File: src/design/ltp_pattern_test.sv
// link test pattern engine with apb registers and output fifo
// assumes the lane serialiser consumes one 16-bit symbol word per txReady
`timescale 1ns/1ps

module ltp_fifo #(
    parameter int W     = 16,
    parameter int DEPTH = 8
) (
    input  wire logic         sys_clk,
    input  wire logic         rst_n,
    input  wire logic         inValid,
    input  wire logic [W-1:0] inData,
    output logic              inReady,
    output logic              outValid,
    output logic [W-1:0]      outData,
    input  wire logic         outReady
);
    localparam int AW = $clog2(DEPTH);
    localparam logic [AW:0] FULL = (AW+1)'(DEPTH);
    typedef struct packed {
        logic [DEPTH-1:0][W-1:0] mem;
        logic [AW-1:0]           wp;
        logic [AW-1:0]           rp;
        logic [AW:0]             count;
    } ltp_fifo_t;
    ltp_fifo_t st;
    ltp_fifo_t next_st;
    logic      doPush;
    logic      doPop;

    assign inReady  = st.count != FULL;
    assign outValid = st.count != '0;
    assign outData  = st.mem[st.rp];

    always_comb begin
        next_st = st;
        doPush  = inValid && inReady;
        doPop   = outValid && outReady;
        if (doPush) begin
            next_st.mem[st.wp] = inData;
            next_st.wp = st.wp + 1'b1;
        end
        if (doPop) begin
            next_st.rp = st.rp + 1'b1;
        end
        if (doPush && !doPop) begin
            next_st.count = st.count + 1'b1;
        end else if (doPop && !doPush) begin
            next_st.count = st.count - 1'b1;
        end
    end

    always_ff @(posedge sys_clk or negedge rst_n) begin
        if (!rst_n) begin
            st <= '0;
        end else begin
            st <= next_st;
        end
    end
endmodule : ltp_fifo


File: config.mk
export PLATFORM = sky130hd
export DESIGN_NAME = ltp_fifo
export DESIGN_NICKNAME = d
export VERILOG_FILES = /design/src/design/ltp_pattern_test.sv
export SDC_FILE = /design/constraint.sdc
export NUM_CORES = 1
export LEC_CHECK = 0
export BUFFER_PORTS_ARGS = -buffer_cell sky130_fd_sc_hd__buf_2
export CAP_MARGIN = 15
export CORE_MARGIN = 1.5
export CORE_UTILIZATION = 50
export DETAILED_ROUTE_END_ITERATION = 6
export PLACE_DENSITY = 0.8
export SLEW_MARGIN = 5
export SYNTH_ARGS = -nofsm -noshare
export SYNTH_HDL_FRONTEND = slang
export SYNTH_SLANG_ARGS = --single-unit
File: constraint.sdc
create_clock -name sys_clk -period 3.7 [get_ports sys_clk]
set_clock_uncertainty 0.05 [all_clocks]
set_input_delay 0.37 -clock sys_clk [delete_from_list [all_inputs] [get_ports sys_clk]]
set_output_delay 0.37 -clock sys_clk [all_outputs]
set_load 0.005 [all_outputs]
### Yosys cells after proc, flatten, opt, wreduce, memory -nomap -nowiden

Index checks and enable logic that the tools add are counted.

| operators by class | value |
|---|---|
| $add $sub $neg | 4 |
| $lt $le $gt $ge | 3 |
| equal/unequal tests | 1 |
| multiplexer cells | 7 |
| reductions and logical operators | 9 |

Operators by type and width:

| kind | number |
|---|---|
| bitwise mux 128 bit | 1 |
| binary-select mux 16 bit (select 3 bit) | 1 |
| demux 16 bit (select 3 bit) | 1 |
| 2-to-1 mux 16 bit | 2 |
| < comparator 3 x 4 -> 1 bit (second input constant) | 2 |
| 2-to-1 mux 4 bit | 2 |
| adder 3 x 1 -> 3 bit (second input constant) | 2 |
| logical AND 1 bit | 5 |
| adder 4 x 1 -> 4 bit (second input constant) | 1 |
| != test 4 bit (second input constant) | 1 |
| nonzero test 4 bit | 1 |
| subtractor 4 x 1 -> 4 bit (second input constant) | 1 |
| >= comparator 3 x 1 -> 1 bit (second input constant) | 1 |
| zero test 1 bit | 2 |
| nonzero test 2 bit | 1 |

| word-level totals | value |
|---|---|
| register bits after elaboration | 138 |
| input port bits | 20 |
| output and inout bits | 18 |
| logic and storage cells | 35 |

### Longest topological paths before layout

Gate-level depths: netlist of run 1.

| depth | value |
|---|---|
| word-level depth | 6 |
| mapped depth | 10 |
| mapped depth without buffers | 10 |

### Least setup slack after synthesis of run 1

OpenSTA, ideal clock, no wires.

| path | value |
|---|---|
| path type | reg2reg |
| start point | reg st[0] (netlist name) |
| end point | reg st[3] (netlist name) |
| setup time | 0.131 ns |
| arrival time | 2.666 ns |
| required time | 3.519 ns |
| path slack | 0.853 ns |
| stages on the path, launching flop included | 9 |
| cells stage by stage | dfrtp_1 or4_2 nand2_1 ha_1 inv_1 ha_1 or4_1 o211ai_1 o211ai_1 |

| between the ends | value |
|---|---|
| cells in the longest elaborated chain, start to end | 5 |
| elaborated cells between the ends (all ways) | 13 |
| those cells by class | add/sub: 2; eq/ne: 1; mux: 2; reduce/logical: 8 |

RTL lines:

| element | line | text |
|---|---|---|
| start: declaration | 26 | `ltp_fifo_t st;` |
| start signal: assignment | 57 | `st <= next_st;` |
| nonzero test 4 bit (*) | 32 | `assign outValid = st.count != '0;` |
| via outValid | 14 | `output logic outValid,` |
| logical AND 1 bit (*) | 38 | `doPop = outValid && outReady;` |
| zero test 1 bit | 46 | `if (doPush && !doPop) begin` |
| logical AND 1 bit | 46 |  |
| 2-to-1 mux 4 bit / nonzero test 2 bit (equally long branches) | -- |  |

The timed path passes the listed nets; every way through them passes the cells marked *. The select of a mux whose other input is x is not followed.
A chain may end at the register's enable or synchronous reset.

### Worst setup path after layout of run 1

| path | value |
|---|---|
| start point | reg st[0] (netlist name) |
| end point | reg st[3] (netlist name) |

| between the ends | value |
|---|---|
| cells in the longest elaborated chain, start to end | 5 |
| elaborated cells between the ends (all ways) | 13 |
| those cells by class | add/sub: 2; eq/ne: 1; mux: 2; reduce/logical: 8 |

RTL lines:

| element | line | text |
|---|---|---|
| != test 4 bit (*) | 31 | `assign inReady = st.count != FULL;` |
| logical AND 1 bit (*) | 37 | `doPush = inValid && inReady;` |
| via doPush | 28 | `logic doPush;` |
| zero test 1 bit | 48 | `end else if (doPop && !doPush) begin` |
| logical AND 1 bit | 48 |  |
| nonzero test 2 bit (no line) | -- |  |

Marked as above.

==> results.ini, run 1 <==
[timing]
setup_viol=0
holdWs_ns=0.1879
max_freq_mhz=322.8
rsz0062_at_grt=no
slew_violations=0
min_period_ns=3.098
tightest_slew_ns=0.9973
setup_tns_ns=0
slew_headroom_pct=33.51
min_period_over_period_pct=83.73
hold_viol_final=0

[routing]
drt_iter0_drc=183
wl_per_cell_um=20.39
vias=3519
avgViaCountPerCell=5.703
first_pass_iters=5
drtAntennaViolNets=0
wirelength_um=12580
drc=0

[hold_path]
hp-class=primary input to flip-flop
min_path_cells=3
hp-start=outReady
hold_end=st[6]$_DFFE_PN0P_

[global_routing]
antenna_found_initial=0
first_global_vias=3874
grt_pass1_wl_um=20760
overflow=0
grt.total_usage_pct=20.93
grt_start_max_net_pins=86

[layout]
fin_cells=617
multi_input_area_sq_mm=0.002825
largest_reg_flops=138
drive_gt1_share_pct=59.78
nFillCells=922
fin_nets=458
largest-register=st
post-route-util_pct=59.24
area_delta_synth_final_pct=15.78
register_area_sq_mm=0.003455
reg_top3=st (138)
final_cell_mix=mux2_2 (137), dfrtp_1 (137), buf_2 (36), mux4_2 (32), clkbuf_16 (17)
n_antenna_cell=0

[logic_synthesis]
synth_nets=414
synth-adder-area-share_pct=1.284
synthSimpleGateAreaFrac_pct=3.502
synth-edff-count=0
synth_ff_type=dfrtp_1
ys_types=36
syn-cell-area_sq_mm=0.006431
synth_top_family_by_area=multiplexers
muxShareOfSynthArea_pct=37.68
async_flop_share_pct=100.0
yosysSeqAreaShare_pct=53.70
syn_inst=388
syn_area_per_cell_sq_um=16.58
yosysWarnings=0
synth-xor-area-share_pct=0.8171
synth-compound-area-share_pct=0.6420
yosys_register_bits=138

[placement]
place_hpwl_um=7690
portBuffers=37
dp.cells=583
place_congestion=0.7879

[setup_path]
r2r-start=st[0]$_DFFE_PN0P_
cpPeakStageDelay_ns=0.57
worstPathRequired_ns=3.95
critical_path.max_fanout=6
cp_cell_sequence=nor4b_4 > inv_2 > nand2_1 > inv_1 > ha_1 > inv_1 > ha_1 > or4_1 > o211ai_1 > o211ai_1
worstReg2RegEnd=st[3]$_DFFE_PN0P_
path_buf_inv=3
endpoint_kind=flip-flop
cp_top_family=simple AND/OR/NAND/NOR gates
startpoint_type=flip-flop
ff2ff_path_depth=10
worstPathArrival_ns=3.35
criticalPathCategory=flip-flop to flip-flop
worst_path_max_delay_cell=nor4b_4
regToRegSetupSlack_ns=0.60

[power]
ir_drop_mv=0.5267
power_uw=7360
p_leak_uw=0.003175
power.density_mw_per_mm2=988.5

[cts]
cts_sinks=138
cts_resized=0
cts_buffers=17
cts_max_path_buffers=2
root_buffer=clkbuf_16
htree_levels=4
cts_tree=done
path_clk_slew_ns=0.06
clk_latency_ns=0.42

[floorplanning]
row_count=41
core_area_sq_mm=0.01257
die_width_um=116.4
dieArea_sq_mm=0.01355
initial_utilization_pct=51.17
die_height_um=116.4
ios=38

[flow_run]
cap_violations=0

[outcome]
status=completed

power breakdown:
group | total (uW) | internal [uW] | switching, uW | leakage, uW
logic | 2750 | 1760 | 982 | 0.00122
registers | 2820 | 2280 | 540 | 0.00165
clock network | 1790 | 1160 | 632 | 0.000295
per-layer routing:
layer  global-route usage (%)  wire length, um
met5                        0                0
met4                    6.992              190
met3                    6.124              440
met2                    34.39             6232
met1                    26.90             5715
cell type report:
cell class	instances	share of cell area (%)
Inverter	3	0.1512
Multi-Input combinational cell	225	37.94
Timing Repair Buffer	47	4.167
Tap cell	172	2.890
Sequential cell	138	46.40
Clock buffer	21	6.184
Clock inverter	11	2.269
cell families after synthesis:
family	after synthesis
muxes	180
DFF	138
and+or+nand+nor	27
buffers and inverters	25
AOI/OAI and AO/OA	6
xor gates and xnor gates	6
adders and majority gates	6
how the worst max path moves through the flow:
stage                      start           endpoint  slack [ns]  cells past startpoint
6_report       st[0]$_DFFE_PN0P_  st[3]$_DFFE_PN0P_        0.60                     10
5_1_grt        st[0]$_DFFE_PN0P_  st[3]$_DFFE_PN0P_        0.42                     10
4_1_cts        st[0]$_DFFE_PN0P_  st[3]$_DFFE_PN0P_        0.60                     10
3_5_place_dp   st[0]$_DFFE_PN0P_  st[3]$_DFFE_PN0P_        0.61                     10
3_3_place_gp   st[0]$_DFFE_PN0P_  st[3]$_DFFE_PN0P_        0.77                     10
2_1_floorplan  st[0]$_DFFE_PN0P_  st[3]$_DFFE_PN0P_        0.85                      8
timing repair:
action,in CTS,in global routing
buffers inserted,0,0
hold endpoints to repair,0,14
hold buffers,0,1
stage by stage:
step	worst slack [ns]	instance area, sq um
floorplan	0.8530	6431
global placement	0.7654	6779
detailed placement	0.6105	6779
CTS	0.5989	7408
global route	0.4164	7446
finish	0.6019	7446
cells in the mapped netlist (2+ instances only):
library cell,number,share of area [%]
nand2_1,5,0.29
clkbuf_1,9,0.53
inv_1,2,0.12
xnor2_1,6,0.82
or4_1,2,0.23
buf_6,4,0.70
o211ai_1,2,0.23
dfrtp_1,138,54
ha_1,5,0.97
nand3_1,5,0.39
mux4_2,32,11
buf_2,7,0.54
mux2_4,10,2.3
nor4b_4,2,0.74
mux2_2,137,24
a21oi_1,2,0.16
tightest hold or removal path: stages:
cell and delay, ns:
buf_2 0.11, nand3_1 0.08, xnor2_1 0.06
Power figures use the tool's default switching activity.
==> run 2, diff against run 1 <==
Settings changed: ABC_AREA set to 1, PLACE_DENSITY 0.8 to 0.82.
Clock period 3.7 ns to 2.8 ns, I/O delays scaled along.
==> results.ini, run 2 <==
[outcome]
status=completed

[timing]
hold_viol_final=0
min_period_over_period_pct=88.73
max_freq_mhz=402.5
holdWs_ns=0.06374
tightest_slew_ns=0.7364
setup_viol=0
slew_violations=0
setup_tns_ns=0
rsz0062_at_grt=no
min_period_ns=2.484
slew_headroom_pct=50.90

[routing]
vias=7180
drt_iter0_drc=836
dr_wl_met3_um=1894
wirelength_um=21430
avgViaCountPerCell=5.515
topRoutingLayerUsed=met4
dr_wl_met2_um=10050
first_pass_iters=5
wl_per_cell_um=16.46
met1Wirelength_um=8951
drc=0
drtAntennaViolNets=0

[logic_synthesis]
yosysSeqAreaShare_pct=43.36
synth_nets=1111
syn-cell-area_sq_mm=0.007964
syn_area_per_cell_sq_um=7.340
synthTopCellsByArea=dfrtp_1 (43%), nand2_1 (23%), nand4_1 (10%)
async_flop_share_pct=100.0
syn_inst=1085
yosysMostFrequentCell=nand2_1
yosys_register_bits=138
yosysWarnings=0
yosysTopAreaCell=dfrtp_1
synth_common_cells=nand2_1 (486), dfrtp_1 (138), nor2_1 (129)
synth-edff-count=0
synth_top_area_share_pct=43.36
synth_ff_type=dfrtp_1
ys_types=25

[floorplanning]
dieArea_sq_mm=0.01669
die_width_um=129.2
ios=38
row_count=45
die_height_um=129.2
initial_utilization_pct=51.81
core_area_sq_mm=0.01537

[layout]
fin_nets=1103
design_area_sq_mm=0.008675
reg_top3=st (138)
drive_gt1_share_pct=10.64
final_cell_mix=nand2_1 (486), dfrtp_1 (137), nor2_1 (129), nand4_1 (128), inv_1 (70)
layout_commonest_cell=nand2_1
largest-register=st
post-route-util_pct=56.43
fin_cells=1302
area_delta_synth_final_pct=8.924
nFillCells=1419
largest_reg_flops=138

[cts]
cts_resized=0
htree_levels=4
clk_latency_ns=0.43
cts_hold_buf=1
cts_buffers=17
root_buffer=clkbuf_16
cts_sinks=138
cts_setup_buffers=0
path_clk_slew_ns=0.06
cts_max_path_buffers=2
cts_tree=done

[setup_path]
criticalPathCategory=flip-flop to output port
worstPathArrival_ns=2.15
startpoint_type=flip-flop
cp_cell_sequence=buf_12 > nor2_1 > nor2_1 > nand2_1 > nand2_1 > nand2_1 > nand2_1 > buf_2
critical_path.max_fanout=51
path_buf_inv=2
worstPathRequired_ns=2.47
endpoint_kind=output port
worst_path_max_delay_cell=dfrtp_4
cp_top_family=flip-flops
cpPeakStageDelay_ns=0.82
crit_top_cell=nand2_1

[power]
p_leak_uw=0.004760
power.density_mw_per_mm2=1221
ir_drop_mv=1.195

[global_routing]
grt.total_usage_pct=27.12
overflow=0
grt_pass1_wl_um=34650
grt_start_max_net_pins=138
first_global_vias=6695
antenna_found_initial=1

[placement]
dp.cells=1268
portBuffers=37
place_area_sq_mm=0.008102
place_congestion=0.8639
place_hpwl_um=12650

[flow_run]
cap_violations=0

[hold_path]
hp-class=primary input to flip-flop

run 2: cell count changes after synthesis, moves of 14 or more:
cell     delta
nand4_1   +128
inv_1      +68
mux4_2     -32
buf_6      +14
nand2_1   +481
nor2_1    +128
buf_2      +36
mux2_2    -137
run 2: report_power, final:
group | switching [uW] | internal, uW
Clock | 840 | 1310
Sequential | 674 | 2890
Combinational | 3190 | 1690
Total | 4700 | 5890
run 2: cell families (layout without fill, tap and decap cells):
group / Yosys count / count (layout) / share of synthesized area, %
DFF: 138 / 138 / 43.36
other: 0 / 1 / 0
xor gates and xnor gates: 6 / 6 / 0.6599
and+or+nand+nor: 770 / 770 / 44.07
buffers and inverters: 162 / 167 / 10.68
adders and majority gates: 6 / 6 / 1.037
AOI/OAI and AO/OA: 3 / 3 / 0.1885
run 2: cell type report:
cell class	instances	area, sq um	share of cell area, %
Antenna cell	1	2.502	0.02885
Clock buffer	25	495.5	5.712
Clock inverter	7	65.06	0.7500
Inverter	75	286.5	3.303
Multi-Input combinational cell	785	3660	42.19
Sequential cell	138	3457	39.85
Tap cell	211	264.0	3.043
Timing Repair Buffer	60	444.2	5.120
run 2: final timing paths:
path	cells after the start	endpoint	slack, ns	start
worst max register to register	11	st[3]$_DFFE_PN0P_	0.50	st[0]$_DFFE_PN0P_
worst min-delay path	3	st[5]$_DFFE_PN0P_	0.06	outReady
worst max-delay path	8	outData[8]	0.32	st[4]$_DFFE_PN0P_
worst min register to register	2	st[122]$_DFFE_PN0P_	0.42	st[122]$_DFFE_PN0P_
min in group asynchronous	2	st[54]$_DFFE_PN0P_	0.42	rst_n
max in group asynchronous	3	st[108]$_DFFE_PN0P_	1.63	rst_n
run 2: through the flow:
| step | power (uW) | worst slack (ns) |
|---|---|---|
| floorplan | 7123 | 0.5085 |
| global placement | 8205 | 0.6175 |
| detailed placement | 8377 | 0.5174 |
| CTS | 10570 | 0.3355 |
| global route | 11430 | 0.1939 |
| finish | 10590 | 0.3155 |
run 2: layer usage:
layer,vias up,global-route usage [%]
met4,0,9.782
met1,3404,36.63
li1,3395,-
met5,-,0
met3,41,6.069
met2,340,43.02
run 2: tightest hold or removal path: stages:
cell,delay (ns)
buf_2,0.09
nand3_1,0.07
nand2_1,0.06
